===== src/verilog/status_core_cfg.svh =====
`ifndef STATUS_CORE_CFG_SVH
`define STATUS_CORE_CFG_SVH
// Register byte addresses
`define ADDR_STATUS 4'h0
`define ADDR_CONTROL 4'h4
// Status word fields
`define ST_GUARD_A 15
`define ST_GUARD_B 14
`define ST_CLAMP_A 13
`define ST_CLAMP_B 12
`define ST_ANY_GUARD 11
`define ST_ANY_CLAMP 10
`define ST_LOOP 9
`define ST_HALF 8
`define ST_PRI_HI 7
`define ST_PRI_LO 5
`define ST_REPEAT 4
`define ST_NEG 3
`define ST_WRAP 2
`define ST_ZERO 1
`define ST_CARRY 0
// Control word fields
`define CC_UNSIGNED 12
`define CC_EXIT 11
`define CC_DEPTH_HI 10
`define CC_DEPTH_LO 8
`define CC_CLAMP_A 7
`define CC_CLAMP_B 6
`define CC_MEM_CLAMP 5
`define CC_WIDTH 4
`define CC_PRI_TOP 3
`define CC_WINDOW 2
`define CC_ROUND 1
`define CC_INT_MUL 0
// Reset value: only the memory write clamp starts on
`define CC_RESET 16'h0020
`define PRI_USER_OFF 4'h7
// Carry taps for half carry
`define HALF_TAP_BYTE 4
`define HALF_TAP_WORD 8
// AXI responses
`define RESP_OKAY 2'h0
`define RESP_SLVERR 2'h2
`endif


===== src/verilog/status_core_pkg.sv =====
`default_nettype none
package status_core_pkg;
   typedef enum logic [1:0] {
      ALU_ADD = 2'b00,
      ALU_SUB = 2'b01,
      ALU_LOGIC = 2'b10
   } alu_op_e;
   typedef logic [15:0] word_t;
endpackage : status_core_pkg
`default_nettype wire

===== src/verilog/alu_flags_if.sv =====
`timescale 1ns/100ps
`default_nettype none
interface alu_flags_if;
   logic valid;
   logic is_byte;
   logic [1:0] op;
   logic [15:0] a;
   logic [15:0] b;
   logic carry_in;
   logic [15:0] result;
   logic half;
   logic neg;
   logic wrap;
   logic zero;
   logic carry;
   modport core (output valid, output is_byte, output op, output a, output b,
      output carry_in, input result, input half, input neg, input wrap, input zero,
      input carry);
   modport alu (input valid, input is_byte, input op, input a, input b,
      input carry_in, output result, output half, output neg, output wrap,
      output zero, output carry);
endinterface : alu_flags_if
`default_nettype wire


===== src/verilog/alu_flags.sv =====
`timescale 1ns/100ps
`default_nettype none
`include "status_core_cfg.svh"
module alu_flags (
   // Operands in, result and flags out
   alu_flags_if.alu f
);
   import status_core_pkg::*;
   logic [16:0] sum;
   logic [15:0] bop;
   logic [8:0] low;
   logic [4:0] nib;
   logic msb_a;
   logic msb_b;
   logic msb_r;
   // Subtract as add of complement; carry then means no borrow
   always_comb begin
      bop = (f.op == ALU_SUB) ? ~f.b : f.b;
      sum = {1'b0, f.a} + {1'b0, bop} + {16'h0000, f.carry_in};
      low = {1'b0, f.a[7:0]} + {1'b0, bop[7:0]} + {8'h00, f.carry_in};
      nib = {1'b0, f.a[3:0]} + {1'b0, bop[3:0]} + {4'h0, f.carry_in};
      if (f.op == ALU_LOGIC && f.is_byte) begin
         f.result = {8'h00, f.a[7:0] & f.b[7:0]};
      end else if (f.op == ALU_LOGIC) begin
         f.result = f.a & f.b;
      end else if (f.is_byte) begin
         f.result = {8'h00, sum[7:0]};
      end else begin
         f.result = sum[15:0];
      end
      msb_a = f.is_byte ? f.a[7] : f.a[15];
      msb_b = f.is_byte ? bop[7] : bop[15];
      msb_r = f.is_byte ? f.result[7] : f.result[15];
      f.half = f.is_byte ? nib[`HALF_TAP_BYTE] : low[`HALF_TAP_WORD];
      f.carry = f.is_byte ? low[8] : sum[16];
      f.neg = msb_r;
      f.wrap = (f.op != ALU_LOGIC) && (msb_a == msb_b) && (msb_r != msb_a);
      f.zero = f.is_byte ? (f.result[7:0] == 8'h00) : (f.result == 16'h0000);
   end
endmodule : alu_flags
`default_nettype wire


===== src/verilog/cpu_status_core_control.sv =====
// What this block does
// Bits 15,14 show accumulator A, B overflow
// Saturation flags sticky; software clears, never sets
// Bit 11 is OR of overflows
// Bit 10 ORs saturation; clearing clears both
// Bit 9 shows DO loop active
// Half carry from bit 4 byte, 8 word
// Four-bit priority; level 7+ blocks user interrupts
// Low priority bits locked when nesting disabled
// Bit 4 shows repeat loop active
// Negative flag follows result sign
// Overflow flag marks signed sign flip
// Zero flag cleared only by nonzero result; code sets it on a zero result and clears it on a nonzero one
// Carry from MSB; borrow sense on subtract
// Bit 12 selects unsigned multiply; 15-13 zero
// Writing exit bit ends loop; reads zero
// Three-bit loop nesting depth, read only
// Per accumulator saturation enables, reset zero
// Memory write saturation enable resets one
// Bit 4 selects super or normal saturation
// Bit 2 maps program into data space
// Bit 1 rounding, bit 0 integer multiply
// 8 or 16 bit ALU updates flags
//
// Chosen here: register access over AXI4-Lite and the register offsets.
`timescale 1ns/100ps
`default_nettype none
`include "status_core_cfg.svh"
module cpu_status_core_control (
   // Clock and reset
   input wire logic core_clk,
   input wire logic rst,
   // AXI4-Lite write address
   input wire logic [3:0] s_axi_awaddr,
   input wire logic s_axi_awvalid,
   output logic s_axi_awready,
   // AXI4-Lite write data
   input wire logic [31:0] s_axi_wdata,
   input wire logic [3:0] s_axi_wstrb,
   input wire logic s_axi_wvalid,
   output logic s_axi_wready,
   // AXI4-Lite write response
   output logic [1:0] s_axi_bresp,
   output logic s_axi_bvalid,
   input wire logic s_axi_bready,
   // AXI4-Lite read address
   input wire logic [3:0] s_axi_araddr,
   input wire logic s_axi_arvalid,
   output logic s_axi_arready,
   // AXI4-Lite read data
   output logic [31:0] s_axi_rdata,
   output logic [1:0] s_axi_rresp,
   output logic s_axi_rvalid,
   input wire logic s_axi_rready,
   // DSP accumulator events
   input wire logic acc_a_guard_flag,
   input wire logic acc_b_guard_flag,
   input wire logic acc_a_clamp_event,
   input wire logic acc_b_clamp_event,
   // Loop hardware
   input wire logic loop_active_flag,
   input wire logic repeat_active_flag,
   input wire logic [2:0] loop_nesting_depth,
   output logic early_loop_exit,
   // Interrupt controller
   input wire logic nesting_disable,
   input wire logic pri_write,
   input wire logic [3:0] pri_write_level,
   output logic [3:0] cpu_priority_level,
   output logic user_irq_disable,
   // ALU operation
   input wire logic alu_valid,
   input wire logic alu_is_byte,
   input wire status_core_pkg::alu_op_e alu_op,
   input wire status_core_pkg::word_t alu_a,
   input wire status_core_pkg::word_t alu_b,
   output status_core_pkg::word_t alu_result,
   // DSP mode outputs
   output logic dsp_unsigned_select,
   output logic acc_a_clamp_enable,
   output logic acc_b_clamp_enable,
   output logic mem_write_clamp_enable,
   output logic clamp_width_select,
   output logic program_window_enable,
   output logic rounding_select,
   output logic int_multiply_select
);
   import status_core_pkg::*;

   alu_flags_if fl ();

   logic clamp_a_reg;
   logic clamp_b_reg;
   logic [2:0] pri_low_reg;
   logic pri_top_reg;
   logic half_reg;
   logic neg_reg;
   logic wrap_reg;
   logic zero_reg;
   logic carry_reg;
   logic [15:0] ctrl_reg;
   logic exit_reg;
   word_t result_reg;
   logic [15:0] status_word;
   logic [15:0] control_word;

   // AXI slave state
   logic aw_full_reg;
   logic w_full_reg;
   logic [3:0] aw_addr_reg;
   logic [31:0] w_data_reg;
   logic [3:0] w_strb_reg;
   logic bvalid_reg;
   logic [1:0] bresp_reg;
   logic rvalid_reg;
   logic [31:0] rdata_reg;
   logic [1:0] rresp_reg;
   logic wr_fire;
   logic wr_status;
   logic wr_control;
   logic [15:0] wd;

   assign fl.valid = alu_valid;
   assign fl.is_byte = alu_is_byte;
   assign fl.op = alu_op;
   assign fl.a = alu_a;
   assign fl.b = alu_b;
   // Subtract needs carry in of one for two's complement
   assign fl.carry_in = (alu_op == ALU_SUB);

   alu_flags u_alu (
      .f(fl)
   );

   // Write channel
   assign s_axi_awready = !aw_full_reg && !bvalid_reg;
   assign s_axi_wready = !w_full_reg && !bvalid_reg;
   assign wr_fire = aw_full_reg && w_full_reg && !bvalid_reg;
   assign wd = {w_strb_reg[1] ? w_data_reg[15:8] : 8'h00,
      w_strb_reg[0] ? w_data_reg[7:0] : 8'h00};
   always_comb begin
      wr_status = 1'b0;
      wr_control = 1'b0;
      if (wr_fire && aw_addr_reg == `ADDR_STATUS) begin
         wr_status = 1'b1;
      end else if (wr_fire && aw_addr_reg == `ADDR_CONTROL) begin
         wr_control = 1'b1;
      end
   end

   always_ff @(posedge core_clk) begin
      if (rst) begin
         aw_full_reg <= 1'b0;
         aw_addr_reg <= 4'h0;
      end else if (s_axi_awvalid && s_axi_awready) begin
         aw_full_reg <= 1'b1;
         aw_addr_reg <= s_axi_awaddr;
      end else if (wr_fire) begin
         aw_full_reg <= 1'b0;
      end
   end

   always_ff @(posedge core_clk) begin
      if (rst) begin
         w_full_reg <= 1'b0;
         w_data_reg <= 32'h00000000;
         w_strb_reg <= 4'h0;
      end else if (s_axi_wvalid && s_axi_wready) begin
         w_full_reg <= 1'b1;
         w_data_reg <= s_axi_wdata;
         w_strb_reg <= s_axi_wstrb;
      end else if (wr_fire) begin
         w_full_reg <= 1'b0;
      end
   end

   always_ff @(posedge core_clk) begin
      if (rst) begin
         bvalid_reg <= 1'b0;
         bresp_reg <= `RESP_OKAY;
      end else if (wr_fire) begin
         bvalid_reg <= 1'b1;
         bresp_reg <= (wr_status || wr_control) ? `RESP_OKAY : `RESP_SLVERR;
      end else if (s_axi_bready) begin
         bvalid_reg <= 1'b0;
      end
   end

   assign s_axi_bvalid = bvalid_reg;
   assign s_axi_bresp = bresp_reg;

   // Read channel; one read in flight
   assign s_axi_arready = !rvalid_reg;
   always_ff @(posedge core_clk) begin
      if (rst) begin
         rvalid_reg <= 1'b0;
         rdata_reg <= 32'h00000000;
         rresp_reg <= `RESP_OKAY;
      end else if (s_axi_arvalid && !rvalid_reg) begin
         rvalid_reg <= 1'b1;
         if (s_axi_araddr == `ADDR_STATUS) begin
            rdata_reg <= {16'h0000, status_word};
            rresp_reg <= `RESP_OKAY;
         end else if (s_axi_araddr == `ADDR_CONTROL) begin
            rdata_reg <= {16'h0000, control_word};
            rresp_reg <= `RESP_OKAY;
         end else begin
            rdata_reg <= 32'h00000000;
            rresp_reg <= `RESP_SLVERR;
         end
      end else if (s_axi_rready) begin
         rvalid_reg <= 1'b0;
      end
   end

   assign s_axi_rvalid = rvalid_reg;
   assign s_axi_rdata = rdata_reg;
   assign s_axi_rresp = rresp_reg;

   // Saturation stickies: event beats a software clear
   always_ff @(posedge core_clk) begin
      if (rst) begin
         clamp_a_reg <= 1'b0;
         clamp_b_reg <= 1'b0;
      end else begin
         if (acc_a_clamp_event) begin
            clamp_a_reg <= 1'b1;
         end else if (wr_status && (!wd[`ST_CLAMP_A] || !wd[`ST_ANY_CLAMP])) begin
            clamp_a_reg <= 1'b0;
         end
         if (acc_b_clamp_event) begin
            clamp_b_reg <= 1'b1;
         end else if (wr_status && (!wd[`ST_CLAMP_B] || !wd[`ST_ANY_CLAMP])) begin
            clamp_b_reg <= 1'b0;
         end
      end
   end

   // Priority: hardware update wins over software write
   always_ff @(posedge core_clk) begin
      if (rst) begin
         pri_low_reg <= 3'h0;
         pri_top_reg <= 1'b0;
      end else begin
         if (pri_write) begin
            pri_low_reg <= pri_write_level[2:0];
         end else if (wr_status && !nesting_disable) begin
            pri_low_reg <= wd[`ST_PRI_HI:`ST_PRI_LO];
         end
         if (pri_write) begin
            pri_top_reg <= pri_write_level[3];
         end else if (wr_control && !wd[`CC_PRI_TOP]) begin
            pri_top_reg <= 1'b0;
         end
      end
   end

   // ALU flags; an ALU op outranks a software write
   always_ff @(posedge core_clk) begin
      if (rst) begin
         half_reg <= 1'b0;
         neg_reg <= 1'b0;
         wrap_reg <= 1'b0;
         zero_reg <= 1'b0;
         carry_reg <= 1'b0;
         result_reg <= 16'h0000;
      end else if (fl.valid) begin
         result_reg <= fl.result;
         neg_reg <= fl.neg;
         wrap_reg <= fl.wrap;
         if (fl.zero) begin
            zero_reg <= 1'b1;
         end else begin
            zero_reg <= 1'b0;
         end
         if (alu_op != ALU_LOGIC) begin
            half_reg <= fl.half;
            carry_reg <= fl.carry;
         end
      end else if (wr_status) begin
         half_reg <= wd[`ST_HALF];
         neg_reg <= wd[`ST_NEG];
         wrap_reg <= wd[`ST_WRAP];
         zero_reg <= wd[`ST_ZERO];
         carry_reg <= wd[`ST_CARRY];
      end
   end

   // Control word; depth, priority top and exit bits live elsewhere
   always_ff @(posedge core_clk) begin
      if (rst) begin
         ctrl_reg <= `CC_RESET;
      end else if (wr_control) begin
         ctrl_reg[`CC_UNSIGNED] <= wd[`CC_UNSIGNED];
         ctrl_reg[`CC_CLAMP_A] <= wd[`CC_CLAMP_A];
         ctrl_reg[`CC_CLAMP_B] <= wd[`CC_CLAMP_B];
         ctrl_reg[`CC_MEM_CLAMP] <= wd[`CC_MEM_CLAMP];
         ctrl_reg[`CC_WIDTH] <= wd[`CC_WIDTH];
         ctrl_reg[`CC_WINDOW] <= wd[`CC_WINDOW];
         ctrl_reg[`CC_ROUND] <= wd[`CC_ROUND];
         ctrl_reg[`CC_INT_MUL] <= wd[`CC_INT_MUL];
      end
   end

   // Exit request is a one-cycle pulse to the loop hardware
   always_ff @(posedge core_clk) begin
      if (rst) begin
         exit_reg <= 1'b0;
      end else begin
         exit_reg <= wr_control && wd[`CC_EXIT];
      end
   end

   always_comb begin
      status_word = 16'h0000;
      status_word[`ST_GUARD_A] = acc_a_guard_flag;
      status_word[`ST_GUARD_B] = acc_b_guard_flag;
      status_word[`ST_CLAMP_A] = clamp_a_reg;
      status_word[`ST_CLAMP_B] = clamp_b_reg;
      status_word[`ST_ANY_GUARD] = acc_a_guard_flag | acc_b_guard_flag;
      status_word[`ST_ANY_CLAMP] = clamp_a_reg | clamp_b_reg;
      status_word[`ST_LOOP] = loop_active_flag;
      status_word[`ST_HALF] = half_reg;
      status_word[`ST_PRI_HI:`ST_PRI_LO] = pri_low_reg;
      status_word[`ST_REPEAT] = repeat_active_flag;
      status_word[`ST_NEG] = neg_reg;
      status_word[`ST_WRAP] = wrap_reg;
      status_word[`ST_ZERO] = zero_reg;
      status_word[`ST_CARRY] = carry_reg;
   end

   always_comb begin
      control_word = ctrl_reg;
      control_word[`CC_EXIT] = 1'b0;
      control_word[`CC_DEPTH_HI:`CC_DEPTH_LO] = loop_nesting_depth;
      control_word[`CC_PRI_TOP] = pri_top_reg;
   end

   assign cpu_priority_level = {pri_top_reg, pri_low_reg};
   assign user_irq_disable = ({pri_top_reg, pri_low_reg} >= `PRI_USER_OFF);
   assign early_loop_exit = exit_reg;
   assign alu_result = result_reg;
   assign dsp_unsigned_select = ctrl_reg[`CC_UNSIGNED];
   assign acc_a_clamp_enable = ctrl_reg[`CC_CLAMP_A];
   assign acc_b_clamp_enable = ctrl_reg[`CC_CLAMP_B];
   assign mem_write_clamp_enable = ctrl_reg[`CC_MEM_CLAMP];
   assign clamp_width_select = ctrl_reg[`CC_WIDTH];
   assign program_window_enable = ctrl_reg[`CC_WINDOW];
   assign rounding_select = ctrl_reg[`CC_ROUND];
   assign int_multiply_select = ctrl_reg[`CC_INT_MUL];
endmodule : cpu_status_core_control
`default_nettype wire


===== config.mk =====
export PLATFORM = sky130hd
export DESIGN_NAME = cpu_status_core_control
export DESIGN_NICKNAME = d
export VERILOG_FILES = /design/src/verilog/status_core_pkg.sv /design/src/verilog/alu_flags_if.sv /design/src/verilog/alu_flags.sv /design/src/verilog/cpu_status_core_control.sv
export VERILOG_INCLUDE_DIRS = /design/src /design/src/verilog
export SDC_FILE = /design/constraint.sdc
export NUM_CORES = 1
export LEC_CHECK = 0
export BUFFER_PORTS_ARGS = -buffer_cell sky130_fd_sc_hd__buf_4
export CORE_ASPECT_RATIO = 1.4
export CORE_MARGIN = 4
export CORE_UTILIZATION = 34
export CTS_CLUSTER_SIZE = 16
export DETAILED_ROUTE_END_ITERATION = 12
export GPL_ROUTABILITY_DRIVEN = 0
export PLACE_DENSITY = 0.65
export SLEW_MARGIN = 20
export SYNTH_ARGS = -nofsm -noshare
export SYNTH_HDL_FRONTEND = slang
export SYNTH_SLANG_ARGS = --single-unit

===== constraint.sdc =====
create_clock -name core_clk -period 4.05 [get_ports core_clk]
set_input_delay 1.0125 -clock core_clk [delete_from_list [all_inputs] [get_ports core_clk]]
set_output_delay 1.0125 -clock core_clk [all_outputs]
set_load 0.02 [all_outputs]

### After elaboration in Yosys (flattened, before gate mapping)

Index checks and enable logic that the tools add are counted.

| operators by class | value |
|---|---|
| add/subtract/negate cells | 6 |
| magnitude comparators | 1 |
| equal/unequal tests | 8 |
| muxes and demuxes | 48 |
| bitwise operators | 5 |
| reductions and logical operators | 43 |

Operator list:

| cell | number |
|---|---|
| 16-bit 2-to-1 mux | 5 |
| 1-bit 2-to-1 mux | 35 |
| 2-bit nonzero test | 9 |
| 16-bit by 16-bit adder with 17-bit output | 1 |
| 17-bit by 1-bit adder with 17-bit output | 1 |
| 1-bit logical AND | 17 |
| 16-bit bitwise AND | 1 |
| 16-bit logical NOT | 1 |
| 16-bit inverter | 1 |
| 13-bit 2-to-1 mux | 1 |
| 8-bit by 8-bit adder with 9-bit output | 1 |
| 9-bit by 1-bit adder with 9-bit output | 1 |
| 1-bit logical NOT | 9 |
| 8-bit bitwise AND | 1 |
| 4-bit by 3-bit == test with 1-bit output (second input constant) | 2 |
| 4-bit logical NOT | 2 |
| 8-bit logical NOT | 1 |
| 8-bit 2-to-1 mux | 1 |
| 2-bit 2-to-1 mux | 3 |
| 3-bit 2-to-1 mux | 2 |
| 6-bit 2-to-1 mux | 1 |
| 4-bit by 4-bit adder with 5-bit output | 1 |
| 5-bit by 1-bit adder with 5-bit output | 1 |
| 4-bit by 3-bit greater-or-equal comparator with 1-bit output (second input constant) | 1 |
| other kinds (9) | 12 |

| word-level totals | value |
|---|---|
| flip-flop bits (word level) | 96 |
| output and inout bits | 71 |
| logic and storage cells | 133 |

### Depth between registers and ports, before layout

Gate-level depths: netlist (run 1).

| logic depth | value |
|---|---|
| depth after elaboration | 11 |
| mapped depth | 13 |
| mapped depth without buffers | 11 |

### Hierarchy

From an unflattened synthesis (run 1), not the netlist that was laid out.

| unflattened totals | value |
|---|---|
| cells, all modules | 565 |
| area, all modules | 4757.1 sq um |

Modules (own cells, without submodules):

| module | times used | cells each | area an instance (sq um) |
|---|---|---|---|
| cpu_status_core_control | 1 | 365 | 3390.8 |
| alu_flags | 1 | 200 | 1366.3 |

### Least setup slack after synthesis (run 1)

No wires, ideal clock.

| path | value |
|---|---|
| path type | input to register |
| from | input alu_op[1] |
| to | register neg_reg |
| library setup time | 92 ps |
| arrival | 4024 ps |
| required time | 3958 ps |
| path slack | -66 ps |
| stages | 13 |
| cells stage by stage | nand2b_1 > clkbuf_1 > clkbuf_1 > xnor2_1 > ha_1 > or2_2 > o211a_1 > a211o_1 > a211o_1 > a31oi_1 > xnor2_1 > a21oi_1 > o32ai_1 |

| between the ends | value |
|---|---|
| longest elaborated chain between the ends | 9 |
| elaborated cells between the ends (all ways) | 11 |
| those cells by class | 2 x add/sub; 2 x eq/ne; 6 x mux; 1 x reduce/logical |

Ends and longest elaborated chain:

| what | line | RTL |
|---|---|---|
| start, declared | cpu_status_core_control.sv:74 | `input wire status_core_pkg::alu_op_e alu_op,` |
| 2-bit by 1-bit == test with 1-bit output | alu_flags.sv:18, cpu_status_core_control.sv:129 |  |
| 16-bit 2-to-1 mux | alu_flags.sv:18 | `bop = (f.op == ALU_SUB) ? ~f.b : f.b;` |
| 16-bit by 16-bit adder with 17-bit output | alu_flags.sv:19 | `sum = {1'b0, f.a} + {1'b0, bop} + {16'h0000, f.carry_in};` |
| 17-bit by 1-bit adder with 17-bit output | alu_flags.sv:19 |  |
| 16-bit 2-to-1 mux | alu_flags.sv:26 | `end else if (f.is_byte) begin` |
| 16-bit 2-to-1 mux | alu_flags.sv:24 | `end else if (f.op == ALU_LOGIC) begin` |
| 16-bit 2-to-1 mux (*) | alu_flags.sv:22 | `if (f.op == ALU_LOGIC && f.is_byte) begin` |
| 1-bit 2-to-1 mux (*) | alu_flags.sv:33 | `msb_r = f.is_byte ? f.result[7] : f.result[15];` |
| 1-bit 2-to-1 mux (*) | cpu_status_core_control.sv:267 | `end else if (fl.valid) begin` |
| end signal, assigned | cpu_status_core_control.sv:269 | `neg_reg <= fl.neg;` |
| end signal, assigned | cpu_status_core_control.sv:282 | `` neg_reg <= wd[`ST_NEG]; `` |
| end, declared | cpu_status_core_control.sv:97 | `logic neg_reg;` |

Every way passes the cells marked *; elsewhere a longest branch is shown, timed or not.
A chain may end at the register's enable or synchronous reset.

### Worst setup path after layout (run 1)

| path | value |
|---|---|
| from | input alu_op[1] |
| to | register zero_reg |

| between the ends | value |
|---|---|
| longest elaborated chain between the ends | 11 |
| elaborated cells between the ends (all ways) | 14 |
| those cells by class | 2 x add/sub; 2 x eq/ne; 7 x mux; 3 x reduce/logical |

Ends and longest elaborated chain:

| what | line | RTL |
|---|---|---|
| 2-bit by 1-bit == test with 1-bit output | alu_flags.sv:18, cpu_status_core_control.sv:129 |  |
| 16-bit 2-to-1 mux | alu_flags.sv:18 |  |
| 16-bit by 16-bit adder with 17-bit output | alu_flags.sv:19 |  |
| 17-bit by 1-bit adder with 17-bit output | alu_flags.sv:19 |  |
| 16-bit 2-to-1 mux | alu_flags.sv:26 |  |
| 16-bit 2-to-1 mux | alu_flags.sv:24 |  |
| 16-bit 2-to-1 mux (*) | alu_flags.sv:22 |  |
| 16-bit logical NOT / 8-bit logical NOT (equally long branches) | alu_flags.sv:38 | `f.zero = f.is_byte ? (f.result[7:0] == 8'h00) : (f.result == 16'h0000);` |
| 1-bit 2-to-1 mux (*) | alu_flags.sv:38 |  |
| 1-bit 2-to-1 mux (*) | cpu_status_core_control.sv:271 | `if (fl.zero) begin` |
| 1-bit 2-to-1 mux (*) | cpu_status_core_control.sv:267 |  |
| end signal, assigned | cpu_status_core_control.sv:284 | `` zero_reg <= wd[`ST_ZERO]; `` |
| end, declared | cpu_status_core_control.sv:99 | `logic zero_reg;` |

Marked as above.

==> results of run 1 <==
==> routing by layer <==
layer / share of wire (%) / routed length [µm] / global-route usage (%) / vias up
met1: 42 / 5530 / 19.8 / 2044
met2: 50 / 6500 / 30.3 / 148
li1: - / - / - / 2217
met3: 6.1 / 793 / 3.69 / 25
met4: 2.2 / 291 / 6.50 / 0
met5: 0 / 0 / 0 / -
==> worst paths after layout <==
check | startpoint | end | cells after the start
setup reg to reg | s_axi_bvalid | wrap_reg | 7
hold / removal | w_data_reg[8] | w_data_reg[8] | 2
setup / recovery | alu_op[1] | zero_reg | 13
hold reg to reg | w_data_reg[8] | w_data_reg[8] | 2
==> cell usage after synthesis (2+ instances only) <==
| library cell | instances |
|---|---|
| o21a_1 | 7 |
| mux2i_1 | 24 |
| a2111oi_0 | 2 |
| o31ai_1 | 3 |
| nand4_1 | 3 |
| nand2b_1 | 9 |
| o211ai_1 | 6 |
| nand3_1 | 25 |
| xnor2_1 | 22 |
| buf_1 | 5 |
| and4_1 | 3 |
| a211oi_1 | 13 |
| a311oi_1 | 3 |
| nand2_1 | 69 |
| a31oi_1 | 2 |
| o21ai_0 | 14 |
| a21oi_1 | 71 |
| a211o_1 | 5 |
| o2111ai_1 | 3 |
| inv_1 | 5 |
| buf_4 | 19 |
| a31o_2 | 2 |
| or3_1 | 5 |
| a21boi_0 | 3 |
| and3_1 | 9 |
| and2_1 | 6 |
| clkbuf_1 | 29 |
| nor2b_1 | 5 |
| nor3b_1 | 2 |
| a21o_1 | 4 |
| ha_1 | 18 |
| nor3_1 | 18 |
| nor2_1 | 56 |
| dfxtp_1 | 77 |
| nor4_1 | 2 |
| o311ai_0 | 2 |
==> critical path, stage by stage <==
cell and delay, ps:
buf_4 120, nand2b_1 160, buf_4 170, xnor2_1 120
ha_1 330, a211oi_1 380, o21ai_0 200, a31oi_1 470
o21a_1 200, o211ai_1 150, nand4b_1 220, nor4_1 330
a31o_1 190
==> cell families after synthesis <==
| family | Yosys count |
|---|---|
| adder cells (fa/ha/maj) | 19 |
| XOR/XNOR | 22 |
| multiplexers | 25 |
| buffers and inverters | 58 |
| AND/OR/NAND/NOR | 216 |
| flip-flops | 77 |
| AO/OA/AOI/OAI | 151 |
| other | 1 |
==> metrics by stage <==
stage                     utilization, %  TNS [ps]  std cells  hold slack (ps)
after floorplan                        -         0        586              423
after global placement              42.9     -41.3        826              440
after detailed placement            42.9     -20.8        826              448
after CTS                           45.2         0        842              456
after global routing                45.2         0        842              467
final                               45.2         0        842              452
==> cell type report <==
type / instances / area, µm²
Timing Repair Buffer: 140 / 1050
Clock buffer: 9 / 225
Multi-Input combinational cell: 451 / 2720
Inverter: 5 / 18.8
Fill cell: 1307 / 7050
Clock inverter: 7 / 75.1
Tap cell: 153 / 191
Sequential cell: 77 / 1540
==> power groups by stage <==
| stage | logic [mW] | clock network (mW) | registers (mW) |
|---|---|---|---|
| 3_3_place_gp | 0.541 | 0 | 0.845 |
| 4_1_cts | 0.556 | 0.814 | 0.830 |
| 3_5_place_dp | 0.553 | 0 | 0.846 |
| 6_report | 0.557 | 0.797 | 0.829 |
| 2_1_floorplan | 0.359 | 0 | 0.860 |
| 5_1_grt | 0.609 | 0.850 | 0.835 |
==> impl_metrics.json, run 1 <==
{
  "fin_nets": 805,
  "final_layout_size_suffix_gt1_share_pct": 23.9,
  "synth-edff-count": 0,
  "leakage_nw": 2.48,
  "vias": 4434,
  "grt_max_degree": 77,
  "total_power_mw": 2.18,
  "clkPwrFrac_pct": 36.5,
  "start_util_pct": 34.9,
  "layout_worst_path_cycle_share_pct": 93.3,
  "rows": 49,
  "rsz0062_at_grt": "no",
  "synth-seq-cells": 77,
  "yosysUniqueCellTypes": 54,
  "p_int_mw": 1.52,
  "cts_max_level": 3,
  "synth_adder_area_share_pct": 5.46,
  "avgRoutedWirePerCell_um": 15.6,
  "status": "finished, final reports clean",
  "finalHoldViolations": 0,
  "synthTopCellsByArea": "dfxtp_1 (34%), a21oi_1 (7.9%), nand2_1 (5.8%), mux2i_1 (5.4%), ha_1 (5.0%)",
  "finClkSkew_ps": 5.57,
  "yosys.area.top_type": "dfxtp_1",
  "postCtsSetupBuffers": 0,
  "ys_warn_count": 0,
  "finalSetupViolCount": 0,
  "clock_sinks": 77,
  "dpl_worst_slack_ps": -20.8,
  "cts_tree": "done",
  "r2r_slack_ps": 1610,
  "dp_hpwl_mm": 10.4,
  "switching_share_pct": 30.3,
  "cp-start-kind": "input port",
  "ctsHoldBuffers": 0,
  "crit_arrival_ps": 4050,
  "ir_drop_v": 0.000191,
  "syn_to_final_growth_pct": 29.8,
  "path_clk_slew_ps": 60,
  "power_frac_seq_pct": 38.0,
  "muxShareOfSynthArea_pct": 5.60,
  "antenna_cells": 0,
  "crit_type": "in -> reg",
  "cp-end-kind": "flop",
  "final_common_cell": "buf_4",
  "fmax_ghz": 0.265,
  "min_period_ps": 3780,
  "grt_antenna_before_repair": 0,
  "yosysTopAreaCellShare_pct": 34.3,
  "grt_pass1_wl_mm": 20.9,
  "grt-ovfl-total": 0,
  "ys_async_sr_fraction_pct": 0,
  "wirelength_mm": 13.1,
  "drt_iter0_markers": 181,
  "cts.repair.resized": 0,
  "post_dp_cell_area_um2": 5520,
  "slew_violations": 0,
  "cellPowerDensity_nw_per_um2": 375,
  "layout_common_cells": "buf_4 (140), dfxtp_1 (77), a21oi_1 (71)",
  "first_pass_iters": 4,
  "syn-instance-count": 569,
  "pin_count": 173,
  "vias_per_cell": 5.27,
  "crit_required_ps": 4330,
  "synth_top_family_by_area": "simple AND/OR/NAND/NOR gates",
  "synthSimpleGateAreaFrac_pct": 22.3,
  "die_x_um": 105,
  "coreArea_um2": 12900,
  "first_global_vias": 4262,
  "cts_root_buf": "clkbuf_16",
  "dieHeight_um": 144,
  "comb_power_share_pct": 25.5,
  "synthFlopType": "dfxtp_1",
  "route.detailed.drc": 0,
  "syn-cell-area_um2": 4490,
  "ys_seq_area_share_pct": 34.3,
  "min_path_type": "reg -> reg",
  "layout_setup_ws_ps": 271,
  "synth-compound-area-share_pct": 21.5,
  "maxSlewHeadroom_pct": 42.8,
  "clkLatencyLatePin_ps": 330,
  "clockBufferDepth": 2,
  "synth-xor-area-share_pct": 4.29,
  "switchingPower_uw": 661,
  "cts_buffers": 9,
  "ant_nets": 0,
  "port_buffers": 133,
  "fin_area_um2": 5820,
  "avgSynthCellArea_um2": 7.89,
  "cap_violations": 0,
  "worst_pin_slew_ps": 856,
  "grt_use_total_pct": 16.9,
  "path_max_fanout": 5,
  "die-area_um2": 15100
}
Power figures use the tool's default switching activity.
==> run 2, diff against run 1 <==
CORE_UTILIZATION = 45   (was 34)
GPL_ROUTABILITY_DRIVEN = unset   (was 0)
PLACE_DENSITY = 0.77   (was 0.65)
==> run 2 against run 1 <==
  * Global-route usage rose by 5.1 points
  * Critical path depth stayed put
  * Via count grew 1.2%
  * Sequential cell count is the same
  * Sequential share of layout area decreased by 0.20 points
  * Largest cell class unchanged
  * Largest power group unchanged
==> impl_metrics.json, run 2 (same netlist as run 1, synthesis figures left out) <==
{
  "path_max_fanout": 3,
  "layout_worst_path_cycle_share_pct": 94.0,
  "cts_buffers": 9,
  "status": "finished, final reports clean",
  "busiest_layer": "met2",
  "wirelength_mm": 12.9,
  "layout_common_cells": "buf_4 (151), dfxtp_1 (77), a21oi_1 (71)",
  "port_buffers": 133,
  "final_util_pct": 61.0,
  "rsz0062_at_grt": "no",
  "die_x_um": 92.4,
  "grt_max_degree": 77,
  "dpl_worst_slack_ps": -105,
  "route.detailed.drc": 0,
  "grt_antenna_before_repair": 0,
  "cp-end-kind": "flop",
  "maxSlewHeadroom_pct": 43.3,
  "cts_root_buf": "clkbuf_16",
  "pin_count": 173,
  "min_period_ps": 3810,
  "avgRoutedWirePerCell_um": 15.5,
  "gp_congestion": 0.922,
  "dp_hpwl_mm": 10.1,
  "final_common_cell": "buf_4",
  "grt-ovfl-total": 0,
  "grt.met2_usage_pct": 40.5,
  "coreArea_um2": 9620,
  "start_util_pct": 46.7,
  "ir_drop_v": 0.000181,
  "grtUsageMet1_pct": 24.6,
  "cts_max_level": 3,
  "antenna_cells": 0,
  "finalHoldViolations": 0,
  "die-area_um2": 11700,
  "fmax_ghz": 0.263,
  "vias": 4487,
  "syn_to_final_growth_pct": 30.8,
  "rows": 42,
  "cp-start-kind": "input port",
  "cellPowerDensity_nw_per_um2": 367,
  "worst_pin_slew_ps": 848,
  "postCtsSetupBuffers": 0,
  "cts_tree": "done",
  "first_pass_iters": 4,
  "finalSetupViolCount": 0,
  "final_layout_size_suffix_gt1_share_pct": 25.3,
  "leakage_nw": 2.53,
  "total_power_mw": 2.16,
  "dieHeight_um": 126,
  "first_global_vias": 4387,
  "cap_violations": 0,
  "cts.repair.resized": 0,
  "grt_pass1_wl_mm": 20.9,
  "fin_nets": 816,
  "drt_iter0_markers": 169,
  "crit_required_ps": 4230,
  "min_path_type": "reg -> reg",
  "clock_sinks": 77,
  "grt_use_total_pct": 22.1,
  "clockBufferDepth": 2,
  "slew_violations": 0,
  "vias_per_cell": 5.39,
  "ctsHoldBuffers": 0,
  "crit_type": "in -> reg",
  "crit_arrival_ps": 3990,
  "path_clk_slew_ps": 60,
  "ant_nets": 0,
  "layout_setup_ws_ps": 244,
  "met3_usage_pct": 4.53,
  "finClkSkew_ps": 9.53,
  "clkLatencyLatePin_ps": 340
}
==> run 2: cell types whose count changed in the layout (fill, tap and decap cells not counted), sizes merged <==
cell,change
clkinv,-1
buf,+11
bufinv,-1
inv,+2
==> run 2: critical path, cell delays in order <==
cell	delay (ps)
buf_4	120
nand2b_1	170
xnor2_1	180
fa_1	460
a211oi_1	400
o21ai_0	260
buf_4	190
and4_1	190
o211ai_1	270
a21boi_0	140
o21a_1	190
o311ai_0	300
a211oi_1	120
==> run 2: per-layer routing <==
metal | vias up | part of all wire, %
met5 | - | 0
met4 | 0 | 2.4
met3 | 22 | 6.7
met2 | 143 | 52
met1 | 2082 | 39
li1 | 2240 | -
==> run 2: through the flow <==
step / TNS, ps / cell area, µm² / std cells / hold slack (ps)
2_1_floorplan: 0 / 4550 / 586 / 423
3_3_place_gp: -36.3 / 5580 / 816 / 434
3_5_place_dp: -166 / 5580 / 816 / 434
4_1_cts: 0 / 5860 / 832 / 447
5_1_grt: 0 / 5870 / 832 / 465
6_report: 0 / 5870 / 832 / 450
==> run 2: area by class of cell <==
class                      instances  area [µm²]
multi-input combinational        451        2730
tap                              132         165
clock buffer                       9         225
sequential                        77        1540
timing repair buffer             151        1130
inverter                           5        18.8
clock inverter                     7        57.6
fill                             917        3750
==> run 2: path summary, 6_finish.rpt <==
| kind | start | endpoint | slack [ps] | cells after the start |
|---|---|---|---|---|
| max | alu_op[1] | carry_reg | 240 | 13 |
| min | s_axi_rdata[14] | s_axi_rdata[14] | 450 | 2 |
| max reg2reg | s_axi_bvalid | half_reg | 1700 | 6 |
| min reg2reg | s_axi_rdata[14] | s_axi_rdata[14] | 450 | 2 |
==> run 2: power by group <==
part           switching (mW)  internal (mW)
clock network           0.327          0.422
registers              0.0313          0.798
logic                   0.316          0.262
total                   0.674           1.48
